===== src/rtl/rtc_pkg.sv =====
// Shared constants and carrier types for the seconds/minutes and correction core
package rtc_pkg;
   // ----------------------------------------------------------------
   // Register map
   // ----------------------------------------------------------------
   localparam logic [7:0] ADDR_SCRATCH  = 8'h03;
   localparam logic [7:0] ADDR_SECONDS  = 8'h04;
   localparam logic [7:0] ADDR_MINUTES  = 8'h05;
   localparam logic [7:0] SCRATCH_RESET = 8'h00;
   localparam logic [6:0] TIME_RESET    = 7'h00;
   localparam logic [7:0] READ_NONE     = 8'h00;
   localparam int         HALT_BIT      = 7;

   // ----------------------------------------------------------------
   // Timing
   // ----------------------------------------------------------------
   localparam int         XTAL_HZ       = 32768;
   localparam int         CORR_HZ       = 1024;
   localparam int         LOW_DIV       = XTAL_HZ / CORR_HZ;
   localparam logic [4:0] LOW_MAX       = 5'(LOW_DIV - 1);
   localparam int         OSC_STABLE_MS = 200;
   localparam int         OSC_STABLE_TICKS = (XTAL_HZ * OSC_STABLE_MS + 999) / 1000;

   // ----------------------------------------------------------------
   // Fast correction schedule
   // ----------------------------------------------------------------
   localparam logic [6:0] LAST_SEC      = 7'h3b;
   localparam logic [1:0] TRIG_MIN_MOD4 = 2'h0;
   localparam logic [2:0] MAX_PULSES    = 3'h5;

   typedef struct packed {
      logic       wr;
      logic       rd;
      logic [7:0] addr;
      logic [7:0] wdata;
   } rtc_reg_req_t;

   typedef struct packed {
      logic       fast_mode;
      logic       correction_irq_enable;
      logic [6:0] offset;
   } rtc_corr_cfg_t;
endpackage : rtc_pkg


===== src/rtl/rtc_core.sv =====
// Seconds/minutes counters, oscillator-stop flag, scratch byte and fast correction
// ----------------------------------------------------------------
// ----------------------------------------------------------------
`timescale 1ns/10ps
module rtc_core #(
   parameter int OSC_STABLE_TICKS = rtc_pkg::OSC_STABLE_TICKS
) (
   input  wire logic                  sys_clk,
   input  wire logic                  rst_n,
   input  wire logic                  xtal_tick,
   input  wire logic                  osc_running,
   input  wire rtc_pkg::rtc_reg_req_t reg_req,
   input  wire rtc_pkg::rtc_corr_cfg_t cfg,
   output logic [7:0]                 reg_rdata,
   output logic                       int_n,
   output logic                       tick_64hz,
   output logic                       tick_1hz,
   output logic                       tick_1_60hz,
   output logic                       divided_clock_output
);

   function automatic logic [6:0] bcd2bin(input logic [6:0] b);
      bcd2bin = 7'({b[6:4], 3'h0} + {b[6:4], 1'h0} + {3'h0, b[3:0]});
   endfunction : bcd2bin

   function automatic logic [6:0] bcd_next(input logic [6:0] b);
      if (bcd2bin(b) == rtc_pkg::LAST_SEC)
         bcd_next = rtc_pkg::TIME_RESET;
      else if (b[3:0] == 4'h9)
         bcd_next = {3'(b[6:4] + 3'h1), 4'h0};
      else
         bcd_next = {b[6:4], 4'(b[3:0] + 4'h1)};
   endfunction : bcd_next

   logic [4:0]  low_cnt_r;
   logic [9:0]  hi_cnt_r;
   logic [6:0]  sec_r;
   logic [6:0]  min_r;
   logic        halt_r;
   logic [7:0]  scratch_r;
   logic [12:0] stable_cnt_r;
   logic        osc_ok_r;
   logic        act_r;
   logic        sign_r;
   logic [6:0]  mag_r;
   logic [2:0]  pend_r;
   logic        gap_r;

   // ----------------------------------------------------------------
   // Divider and correction step
   // ----------------------------------------------------------------
   wire        low_wrap = xtal_tick && (low_cnt_r == rtc_pkg::LOW_MAX);
   wire        corr_now = low_wrap && (pend_r != 3'h0) && !gap_r;
   wire [1:0]  hi_step  = corr_now ? (sign_r ? 2'h0 : 2'h2) : 2'h1;
   wire [10:0] hi_sum   = {1'b0, hi_cnt_r} + {9'h0, hi_step};
   wire [9:0]  hi_nxt   = hi_sum[9:0];
   wire        sec_tick = low_wrap && hi_sum[10];
   wire        t64      = low_wrap && (hi_nxt[9:4] != hi_cnt_r[9:4]);

   // ----------------------------------------------------------------
   // Time counters and schedule
   // ----------------------------------------------------------------
   wire       sec_wrap = bcd2bin(sec_r) == rtc_pkg::LAST_SEC;
   wire       min_tick = sec_tick && sec_wrap;
   wire [6:0] sec_nxt  = bcd_next(sec_r);
   wire [6:0] min_nxt  = bcd_next(min_r);
   wire [6:0] min_bin  = bcd2bin(min_nxt);
   wire [6:0] nsec_bin = bcd2bin(sec_nxt);
   // Mode is only looked at here, so a change waits for the next trigger
   wire       trigger  = min_tick && cfg.fast_mode && (min_bin[1:0] == rtc_pkg::TRIG_MIN_MOD4);
   wire [6:0] mag_in   = cfg.offset[6] ? 7'(-cfg.offset) : cfg.offset;
   wire [6:0] mag_use  = trigger ? mag_in : mag_r;
   wire [6:0] extra    = 7'(mag_use - rtc_pkg::LAST_SEC);
   wire [2:0] load_cnt = (nsec_bin < rtc_pkg::LAST_SEC) ? {2'h0, nsec_bin < mag_use}
                       : ((mag_use > rtc_pkg::LAST_SEC) ? extra[2:0] : 3'h0);
   wire       in_win   = trigger || act_r;

   wire wr_scr = reg_req.wr && (reg_req.addr == rtc_pkg::ADDR_SCRATCH);
   wire wr_sec = reg_req.wr && (reg_req.addr == rtc_pkg::ADDR_SECONDS);
   wire wr_min = reg_req.wr && (reg_req.addr == rtc_pkg::ADDR_MINUTES);

   // Stop condition set wins over a clearing write
   wire halt_nxt = !osc_ok_r ? 1'b1
                 : (wr_sec ? reg_req.wdata[rtc_pkg::HALT_BIT] : halt_r);

   wire [7:0] rd_mux = (reg_req.addr == rtc_pkg::ADDR_SCRATCH) ? scratch_r
                     : (reg_req.addr == rtc_pkg::ADDR_SECONDS) ? {halt_r, sec_r}
                     : (reg_req.addr == rtc_pkg::ADDR_MINUTES) ? {1'b0, min_r}
                     : rtc_pkg::READ_NONE;

   always_ff @(posedge sys_clk or negedge rst_n)
   begin
      if (!rst_n)
      begin
         low_cnt_r <= 5'h00;
         hi_cnt_r  <= 10'h000;
      end
      else if (xtal_tick)
      begin
         low_cnt_r <= low_wrap ? 5'h00 : 5'(low_cnt_r + 5'h01);
         if (low_wrap)
            hi_cnt_r <= hi_nxt;
      end
   end

   always_ff @(posedge sys_clk or negedge rst_n)
   begin
      if (!rst_n)
      begin
         sec_r     <= rtc_pkg::TIME_RESET;
         min_r     <= rtc_pkg::TIME_RESET;
         scratch_r <= rtc_pkg::SCRATCH_RESET;
         halt_r    <= 1'b1;
      end
      else
      begin
         halt_r <= halt_nxt;
         if (wr_scr)
            scratch_r <= reg_req.wdata;
         if (wr_sec)
            sec_r <= reg_req.wdata[6:0];
         else if (sec_tick)
            sec_r <= sec_nxt;
         if (wr_min)
            min_r <= reg_req.wdata[6:0];
         else if (min_tick)
            min_r <= min_nxt;
      end
   end

   // Crystal must run unbroken for the settle time before it counts as running
   always_ff @(posedge sys_clk or negedge rst_n)
   begin
      if (!rst_n)
      begin
         stable_cnt_r <= 13'h0000;
         osc_ok_r     <= 1'b0;
      end
      else if (!osc_running)
      begin
         stable_cnt_r <= 13'h0000;
         osc_ok_r     <= 1'b0;
      end
      else if (xtal_tick && !osc_ok_r)
      begin
         stable_cnt_r <= 13'(stable_cnt_r + 13'h0001);
         osc_ok_r     <= stable_cnt_r == 13'(OSC_STABLE_TICKS - 1);
      end
   end

   always_ff @(posedge sys_clk or negedge rst_n)
   begin
      if (!rst_n)
      begin
         act_r  <= 1'b0;
         sign_r <= 1'b0;
         mag_r  <= 7'h00;
         pend_r <= 3'h0;
         gap_r  <= 1'b0;
      end
      else
      begin
         if (trigger)
         begin
            act_r  <= 1'b1;
            sign_r <= cfg.offset[6];
            mag_r  <= mag_in;
         end
         else if (sec_tick && act_r && nsec_bin == rtc_pkg::LAST_SEC)
            act_r <= 1'b0;
         if (sec_tick && in_win)
            pend_r <= load_cnt;
         else if (corr_now)
            pend_r <= 3'(pend_r - 3'h1);
         if (low_wrap)
            gap_r <= corr_now;
      end
   end

   // ----------------------------------------------------------------
   // Registered outputs
   // ----------------------------------------------------------------
   always_ff @(posedge sys_clk or negedge rst_n)
   begin
      if (!rst_n)
      begin
         reg_rdata            <= rtc_pkg::READ_NONE;
         int_n                <= 1'b1;
         tick_64hz            <= 1'b0;
         tick_1hz             <= 1'b0;
         tick_1_60hz          <= 1'b0;
         divided_clock_output <= 1'b0;
      end
      else
      begin
         if (reg_req.rd)
            reg_rdata <= rd_mux;
         if (low_wrap)
            int_n <= !(corr_now && cfg.correction_irq_enable);
         tick_64hz            <= t64;
         tick_1hz             <= sec_tick;
         tick_1_60hz          <= min_tick;
         divided_clock_output <= !hi_cnt_r[9];
      end
   end
endmodule : rtc_core


===== config.mk =====
export PLATFORM = sky130hd
export DESIGN_NAME = rtc_core
export DESIGN_NICKNAME = d
export VERILOG_FILES = /design/src/rtl/rtc_pkg.sv /design/src/rtl/rtc_core.sv
export SDC_FILE = /design/constraint.sdc
export NUM_CORES = 1
export LEC_CHECK = 0
export BUFFER_PORTS_ARGS = -buffer_cell sky130_fd_sc_hd__buf_2
export CORE_UTILIZATION = 29
export DETAILED_ROUTE_END_ITERATION = 12
export GPL_ROUTABILITY_DRIVEN = 0
export PLACE_DENSITY_LB_ADDON = 0.3
export SYNTH_ARGS = -nofsm -noshare
export SYNTH_HDL_FRONTEND = slang
export SYNTH_SLANG_ARGS = --single-unit
export TNS_END_PERCENT = 10

===== constraint.sdc =====
create_clock -name sys_clk -period 6.7 [get_ports sys_clk]
set_clock_uncertainty 0.2 [all_clocks]
set_input_delay 1.005 -clock sys_clk [delete_from_list [all_inputs] [get_ports sys_clk]]
set_output_delay 1.005 -clock sys_clk [all_outputs]
set_load 0.05 [all_outputs]

* Word-level counts from Yosys, hierarchy flattened
Cells that the tools add are included.
** Operators by class
- Add/sub/neg operators :: 18
- $lt $le $gt $ge :: 3
- Equality and inequality tests :: 13
- Muxes and demuxes :: 28
- Reduce and logical (&&, ||, !) cells :: 28
** Operator list (number)
- $mux 7 :: 11
- $mux 13 :: 2
- $add 6x4->7 :: 3
- $add 7x4->7 :: 3
- $eq 7x6->1 const B :: 3
- $eq 8x3->1 const B :: 2
- $logic_and 1x1->1 :: 16
- $mux 8 :: 2
- $add 13x1->13 const B :: 1
- $eq 13x13->1 const B :: 1
- $mux 3 :: 4
- $add 10x2->11 :: 1
- $add 4x1->4 const B :: 2
- $eq 4x4->1 const B :: 2
- $eq 8x2->1 const B :: 1
- $reduce_bool 2->1 :: 4
- $gt 7x6->1 const B :: 1
- $lt 7x6->1 const B :: 1
- $lt 7x7->1 :: 1
- $neg 7->7 :: 1
- $add 3x1->3 const B :: 2
- $mux 1 :: 6
- $ne 6x6->1 :: 1
- $add 5x1->5 const B :: 1
- other kinds (13) :: 18
** Storage, ports and cells
- Register bits after elaboration :: 78
- Bits of input ports :: 31
- Output and inout port bits :: 13

* Logic depth before layout (Yosys ltp)
Gate-level depths: netlist (run 1).
- Word-level depth :: 15
- Depth in mapped cells :: 27
- Depth with buffers taken out :: 24

* Worst setup path before layout (run 1)
No wires, ideal clock.
- Path type :: input-to-reg
- From :: in xtal_tick
- To :: reg pend_r[0]
- Data arrival time :: 4683 ps
- Setup slack :: 1725 ps
- Stages :: 25
- Cell sequence :: buf_4 > nand2_1 > or3_1 > clkbuf_1 > ha_1 > fa_1 > nand4_1 > nor2_2 > nand2_2 > inv_2 > and3_1 > buf_6 > o211ai_1 > buf_2 > nand2_1 > o21ai_1 > inv_1 > ha_1 > a21oi_1 > nor2_1 > a211oi_1 > o21ai_0 > a2111oi_2 > a21boi_1 > o31ai_2
** On the way
- Longest elaborated chain between the ends :: 14
- Elaborated cells between the ends (all ways) :: 19
- Those cells by class :: 2 x add/sub; 2 x order compare; 5 x mux; 10 x reduce/logical
** RTL lines
- start, declared :: line rtc_core.sv:10 : input wire logic xtal_tick,
- $logic_and 1x1->1 (*) :: line rtc_core.sv:52 : wire low_wrap = xtal_tick && (low_cnt_r == rtc_pkg::LOW_MAX);
- $logic_and 1x1->1 (2 in series) :: line rtc_core.sv:53 : wire corr_now = low_wrap && (pend_r != 3'h0) && !gap_r;
- $mux 2 :: line rtc_core.sv:54 : wire [1:0] hi_step = corr_now ? (sign_r ? 2'h0 : 2'h2) : 2'h1;
- $add 10x2->11 :: line rtc_core.sv:55 : wire [10:0] hi_sum = {1'b0, hi_cnt_r} + {9'h0, hi_step};
- $logic_and 1x1->1 (*) :: line rtc_core.sv:57 : wire sec_tick = low_wrap && hi_sum[10];
- $logic_and 1x1->1 (*) :: line rtc_core.sv:64 : wire min_tick = sec_tick && sec_wrap;
- $logic_and 1x1->1 (*) (2 in series) :: line rtc_core.sv:70 : wire trigger = min_tick && cfg.fast_mode && (min_bin[1:0] == rtc_pkg::TRIG_MIN_MOD4);
- $mux 7 (*) :: line rtc_core.sv:72 : wire [6:0] mag_use = trigger ? mag_in : mag_r;
- net mag_use[3] :: line rtc_core.sv:72
- $gt 7x6->1 :: line rtc_core.sv:75 : : ((mag_use > rtc_pkg::LAST_SEC) ? extra[2:0] : 3'h0);
- $mux 3 :: line rtc_core.sv:75
- $mux 3 (*) :: line rtc_core.sv:74 : wire [2:0] load_cnt = (nsec_bin < rtc_pkg::LAST_SEC) ? {2'h0, nsec_bin < mag_use}
- $mux 3 (*) :: line rtc_core.sv:171 : if (sec_tick && in_win)
- end signal, assigned :: line rtc_core.sv:172 : pend_r <= load_cnt;
- end signal, assigned :: line rtc_core.sv:174 : pend_r <= 3'(pend_r - 3'h1);
- end, declared :: line rtc_core.sv:46 : logic [2:0] pend_r;
Mark *: on every way through the listed nets, which the timed path passes. The rest lies on a longest branch.
A chain may end at the register's enable or synchronous reset.

* Worst setup path after layout (run 1)
- From :: reg sec_r[4]
- To :: reg pend_r[0]
** On the way
- Longest elaborated chain between the ends :: 11
- Elaborated cells between the ends (all ways) :: 22
- Those cells by class :: 6 x add/sub; 3 x order compare; 1 x eq/ne; 6 x mux; 6 x reduce/logical
** RTL lines
- start, declared :: line rtc_core.sv:37 : logic [6:0] sec_r;
- start signal, assigned :: line rtc_core.sv:110 : sec_r <= rtc_pkg::TIME_RESET;
- start signal, assigned :: line rtc_core.sv:121 : sec_r <= reg_req.wdata[6:0];
- start signal, assigned :: line rtc_core.sv:123 : sec_r <= sec_nxt;
- parallel branches: the longest is 11 deep, another holds $add 6x4->7
Several ways; the timed one is not identified.

==> results_dict.tcl, run 1 <==
set metrics [dict create \
    worstHoldPathType "flip-flop to flip-flop" \
    synth.ff_latch_count 78 \
    core_area_um2 17300 \
    crit_path_max_fanout 10 \
    total_leakage_power_nw 2.76 \
    cts-resized-gates 0 \
    r2r_slack_ns 1.19 \
    first_pass_grt_wire_length_mm 19.7 \
    post_synth_instance_area_um2 5140 \
    number_of_diodes 0 \
    tritoncts.num_buffers 9 \
    drt_iter0_drc 170 \
    path_clk_slew_ns 0.06 \
    max_cap_violations 0 \
    drt_total_wl_mm 11.5 \
    die_height_um 135 \
    critical_path.slowest_cell "sky130_fd_sc_hd__fa_1" \
    synth_cells 526 \
    syn_to_final_growth_pct 13.3 \
    number_of_enable_flip_flop_cells_after_synthesis 0 \
    achievable-frequency_mhz 181 \
    design.die.area_um2 18200 \
    maxSlewHeadroom_pct 33.1 \
    clock_path_buffers 2 \
    worst_ir_drop_vdd_v 0.000133 \
    cts_max_level 3 \
    setup-violations-final 0 \
    final-hold-violation-count 0 \
    grt_start_max_net_pins 79 \
    cellPowerDensity_nw_per_um2 203 \
    crit_type "flip-flop to flip-flop" \
    cell_type_with_the_largest_total_area_after_synthesis "sky130_fd_sc_hd__dfrtp_1" \
    final_cell_count_no_fill 792 \
    syn-num-nets 600 \
    vias 3906 \
    track_usage_pct 13.7 \
    endpoint_required_time_on_the_critical_path_ns 6.74 \
    holdBufCountCts 0 \
    cts_post_setup_buffers_inserted 0 \
    insertion_delay_ns 0.34 \
    root_buffer "sky130_fd_sc_hd__clkbuf_16" \
    yosys.area.top_type_share_pct 37.0 \
    final_period_minus_worst_setup_slack_ns 5.51 \
    crit_path_max_incr_delay_ns 0.58 \
    detailedPlacementHpwl_mm 8.84 \
    run_status "completed" \
    layout-drive-gt1-share_pct 18.3 \
    layout.cells.most_common_list "76 x sky130_fd_sc_hd__dfrtp_1, 56 x sky130_fd_sc_hd__nand2_1, 42 x sky130_fd_sc_hd__buf_2" \
    grt_setup_unrepaired "false" \
    place_inst 777 \
    gr-total-overflow 0 \
    die_w_um 135 \
    max_slew_violations 0 \
    postSynth.topFlopCell "sky130_fd_sc_hd__dfrtp_1" \
    syn-mean-instance-area_um2 9.76 \
    synth-seq-area-share_pct 38.1 \
    io_pins 44 \
    critPathArrivalTime_ns 5.56 \
    grt_pass1_vias 4026 \
    synth.distinct_cells 79 \
    clkSinkCount 78 \
    max_slew.worst_pin.slew_ns 1.00 \
    postSynth.asyncResetShare_pct 100 \
    cp_common_cell "sky130_fd_sc_hd__ha_1" \
    start_util_pct 29.7 \
    yosys-top-cells-area "sky130_fd_sc_hd__dfrtp_1 37%, sky130_fd_sc_hd__ha_1 9.0%, sky130_fd_sc_hd__mux2_2 4.6%" \
    final_min_period_over_clock_period_pct 82.2 \
    layout_commonest_cell "sky130_fd_sc_hd__dfrtp_1" \
    row_count 48 \
    wl_per_cell_um 14.6 \
    number_of_vias_per_cell 4.93 \
    layout.nets 637 \
    timing.critical_path.from_type "flip-flop" \
    tritoncts "built" \
    antenna_left 0 \
    initial_antenna_violation_count 0 \
    post-route-drc-count 0 \
    totalNegativeSetupSlack_ns 0 \
    ys.warnings.count 0 \
    endpoint_kind "flip-flop" \
    drt_pass1_iterations 4 \
    buffer_ports.inserted 43 \
    cell_by_cell_listing_of_the_critical_path "fa_1, inv_1, fa_1, nand4bb_4, o41ai_1, o22a_2, inv_1, ha_1, a21o_1, ha_1, nor2b_1, nor2_1, xnor2_1, ha_1, nand3_1, nor2_1, a211oi_1, o21ai_0, a2111oi_2, a21boi_1, o31ai_2" \
]
==> worst max-delay path, delay by kind of cell, from the launching register on <==
kind,cells,cell delay (ns)
compound gates,8,1.64
xor+xnor,1,0.24
fa+ha+maj,5,1.88
buf+inv,2,0.16
flops,1,0.51
simple gates,5,0.77
==> final cells by class <==
type,count,area (um2)
clock buffer,12,256
clock inverter,3,20.0
fill,1799,11500
inverter,27,101
multi-input combinational,404,2990
sequential,78,1950
tap,225,282
timing repair buffer,43,218
==> path summary, 6_finish.rpt <==
check	start	end	depth (start not counted)
setup reg to reg	sec_r[4]	pend_r[0]	21
hold reg to reg	hi_cnt_r[8]	hi_cnt_r[8]	1
hold / removal	hi_cnt_r[8]	hi_cnt_r[8]	1
setup / recovery	sec_r[4]	pend_r[0]	21
max in group asynchronous	rst_n	mag_r[4]	1
min in group asynchronous	rst_n	stable_cnt_r[5]	1
==> cells by family (layout without fill, tap and decap cells) <==
kind of cell             count (synthesis)  count (layout)  share of synthesized area (%)
AO/OA/AOI/OAI                          108             108                           14.7
flip-flops                              78              78                           38.1
AND/OR/NAND/NOR                        190             190                           19.6
buffers and inverters                   44              85                           3.73
multiplexers                            27              27                           6.07
XOR/XNOR                                36              36                           6.50
adder cells (fa/ha/maj)                 43              43                           11.4
==> sequential cells by signal, indices dropped and copies added, names as in the netlist, 3 cells and up <==
signal        flops
stable_cnt_r     13
hi_cnt_r         10
reg_rdata         8
scratch_r         8
mag_r             7
min_r             7
sec_r             7
low_cnt_r         5
pend_r            3
==> stage by stage <==
step / setup WS (ns) / instance area (um2) / power [mW] / hold WS, ns / utilization, %
after floorplan: 1.73 / 5140 / 0.673 / 0.226 / -
after global placement: 1.24 / 5550 / 0.731 / 0.266 / 32.1
after detailed placement: 1.05 / 5550 / 0.737 / 0.275 / 32.1
after CTS: 1.24 / 5820 / 1.20 / 0.285 / 33.7
after global routing: 0.702 / 5820 / 1.25 / 0.307 / 33.7
final: 1.19 / 5820 / 1.18 / 0.279 / 33.7
==> synthesized netlist by cell type, types with 4 or more instances <==
library cell,instances
sky130_fd_sc_hd__clkbuf_1,9
sky130_fd_sc_hd__ha_1,37
sky130_fd_sc_hd__a22oi_1,9
sky130_fd_sc_hd__and2_1,12
sky130_fd_sc_hd__nand4_1,7
sky130_fd_sc_hd__a21o_1,4
sky130_fd_sc_hd__mux2_2,21
sky130_fd_sc_hd__nand2_1,56
sky130_fd_sc_hd__o211ai_1,4
sky130_fd_sc_hd__nand2b_1,9
sky130_fd_sc_hd__dfrtp_1,76
sky130_fd_sc_hd__xor2_1,17
sky130_fd_sc_hd__o21ai_0,21
sky130_fd_sc_hd__inv_1,25
sky130_fd_sc_hd__nor4_1,5
sky130_fd_sc_hd__nor2_1,31
sky130_fd_sc_hd__a21oi_1,26
sky130_fd_sc_hd__o21ai_1,7
sky130_fd_sc_hd__nor2b_1,6
sky130_fd_sc_hd__and3_1,11
sky130_fd_sc_hd__xnor2_1,18
sky130_fd_sc_hd__fa_1,6
sky130_fd_sc_hd__nor3_1,8
sky130_fd_sc_hd__nand3_1,16
==> power by group <==
part,switching [mW],internal [mW]
Sequential,0.0296,0.504
Combinational,0.114,0.0798
Clock,0.185,0.268
==> metal layers <==
| metal | up-vias | wire length (um) | share of wire (%) | GRT usage [%] |
|---|---|---|---|---|
| met5 | - | 0 | 0 | 0 |
| met4 | 0 | 124 | 1.1 | 4.43 |
| met3 | 10 | 257 | 2.2 | 2.44 |
| met2 | 36 | 5910 | 51 | 23.8 |
| met1 | 1915 | 5240 | 45 | 17.0 |
| li1 | 1945 | - | - | - |
(Power assumes the default switching activity.)
==> run 2, diff against run 1 <==
clock period = 5.5 ns   (was 6.7 ns; I/O delays follow)
==> run 2 against run 1 <==
Cell area increased by 2.7%; flip-flop and latch count unchanged; routed wire length increased by 2.1%; die area unchanged; combinational power increased by 26%; total power increased by 32%; register-to-register slack got worse by 0.96 ns; largest cell class unchanged; cell count increased by 1.1%; sequential share of layout area decreased by 0.86 points.
==> results_dict.tcl, run 2 (synthesis gave the netlist of run 1 again) <==
set metrics [dict create \
    tritoncts.num_buffers 9 \
    grt_pass1_vias 4043 \
    endpoint_required_time_on_the_critical_path_ns 5.56 \
    layout_commonest_cell "sky130_fd_sc_hd__dfrtp_1" \
    die_w_um 135 \
    worst_ir_drop_vdd_v 0.000159 \
    setup-violations-final 0 \
    root_buffer "sky130_fd_sc_hd__clkbuf_16" \
    layout-drive-gt1-share_pct 20.8 \
    final-hold-violation-count 0 \
    detailedPlacementHpwl_mm 8.84 \
    achievable-frequency_mhz 190 \
    largest_registers "stable_cnt_r (13), hi_cnt_r (10)" \
    die_height_um 135 \
    cellPowerDensity_nw_per_um2 261 \
    drt_total_wl_mm 11.8 \
    final_min_period_over_clock_period_pct 95.9 \
    wl_per_cell_um 14.7 \
    syn_to_final_growth_pct 16.4 \
    total_leakage_power_nw 2.84 \
    max_cap_violations 0 \
    critical_path.slowest_cell "sky130_fd_sc_hd__fa_1" \
    max_slew.worst_pin.slew_ns 1.02 \
    grt_start_max_net_pins 79 \
    largest_register "stable_cnt_r" \
    first_pass_grt_wire_length_mm 20.0 \
    holdBufCountCts 0 \
    holdWs_ns 0.276 \
    critical_path.n_buffers_inverters 1 \
    layout.cells.most_common_list "75 x sky130_fd_sc_hd__dfrtp_1, 56 x sky130_fd_sc_hd__nand2_1, 42 x sky130_fd_sc_hd__buf_2" \
    timing.critical_path.from_type "flip-flop" \
    cell_type_group_with_the_largest_total_delay_on_the_critical_path "adder cells" \
    crit_path_max_incr_delay_ns 0.57 \
    clock_path_buffers 2 \
    run_status "completed" \
    buffer_ports.inserted 43 \
    layout.core_utilization_pct 34.6 \
    post-route-drc-count 0 \
    antenna_left 0 \
    row_count 48 \
    io_pins 44 \
    gr-total-overflow 0 \
    vias 4012 \
    drt_pass1_iterations 4 \
    number_of_vias_per_cell 5.01 \
    critPathArrivalTime_ns 5.33 \
    totalNegativeSetupSlack_ns 0 \
    clkSinkCount 78 \
    max_slew_violations 0 \
    initial_antenna_violation_count 0 \
    cell_by_cell_listing_of_the_critical_path "fa_1, inv_1, fa_1, nand4bb_4, a311oi_2, and2_4, a21oi_1, ha_1, ha_1, fa_1, a21oi_1, nor2_1, ha_1, nand3_1, nor2_1, a211oi_1, o21ai_0, a2111oi_2, a21boi_1, o31ai_2" \
    crit_path_max_fanout 10 \
    cts_max_level 3 \
    endpoint_kind "flip-flop" \
    drt_iter0_drc 186 \
    layout.nets 645 \
    path_clk_slew_ns 0.06 \
    final_period_minus_worst_setup_slack_ns 5.27 \
    design.die.area_um2 18200 \
    track_usage_pct 14.0 \
    insertion_delay_ns 0.35 \
    number_of_diodes 0 \
    tritoncts "built" \
    core_area_um2 17300 \
    worstHoldPathType "flip-flop to flip-flop" \
    largest_register_ff_count 13 \
    crit_type "flip-flop to flip-flop" \
    start_util_pct 29.7 \
    grt_setup_unrepaired "false" \
    maxSlewHeadroom_pct 32.3 \
]
run 2: power breakdown:
group          switching, mW  leakage (nW)  internal [mW]
clock                  0.233         0.166          0.434
combinational          0.145          1.63         0.0999
sequential            0.0336          1.04          0.614
total                  0.411          2.84           1.15
run 2: final timing paths:
check	start	endpoint	slack (ns)	cells after the start
max	sec_r[3]	pend_r[0]	0.23	20
min	act_r	act_r	0.28	2
max reg2reg	sec_r[3]	pend_r[0]	0.23	20
min reg2reg	act_r	act_r	0.28	2
max in group asynchronous	rst_n	sec_r[3]	3.96	1
min in group asynchronous	rst_n	reg_rdata[0]	0.45	1
run 2: final cells by class:
| cell class | instances | area (um2) |
|---|---|---|
| repair buffers | 51 | 278 |
| multi-input cells | 404 | 3030 |
| clock inverters | 3 | 65.1 |
| flip-flops and latches | 78 | 1960 |
| inverters | 27 | 101 |
| clock buffers | 13 | 270 |
| well taps | 225 | 282 |
| fillers | 1760 | 11300 |
run 2: timing repair:
| action | CTS | global route |
|---|---|---|
| gates resized for setup | 0 | 9 |
| setup endpoints to repair | 0 | 1 |
| setup buffers | 0 | 2 |
| hold endpoints to repair | 0 | 0 |
run 2: stage by stage:
| step | power, mW | setup slack, ns | instance area [um2] | cells |
|---|---|---|---|---|
| after global placement | 0.890 | 0.354 | 5590 | 783 |
| after global routing | 1.64 | 0.00601 | 5980 | 801 |
| after floorplan | 0.820 | 0.593 | 5140 | 526 |
| final | 1.56 | 0.227 | 5980 | 801 |
| after CTS | 1.58 | 0.176 | 5930 | 799 |
| after detailed placement | 0.900 | 0.210 | 5590 | 783 |
run 2: metal layers:
metal  routed length, um  vias to the layer above  GRT usage, %
met5                   0                        -             0
met1                5360                     1940          17.3
met4                 286                        0          5.87
met2                5620                       78          22.6
met3                 503                       24          4.20
li1                    -                     1970             -
run 2: tightest hold or removal path, stage by stage (launching register included):
cell and delay, ns:
sky130_fd_sc_hd__dfrtp_1 0.34, sky130_fd_sc_hd__nand2_1 0.05, sky130_fd_sc_hd__nand2_1 0.06
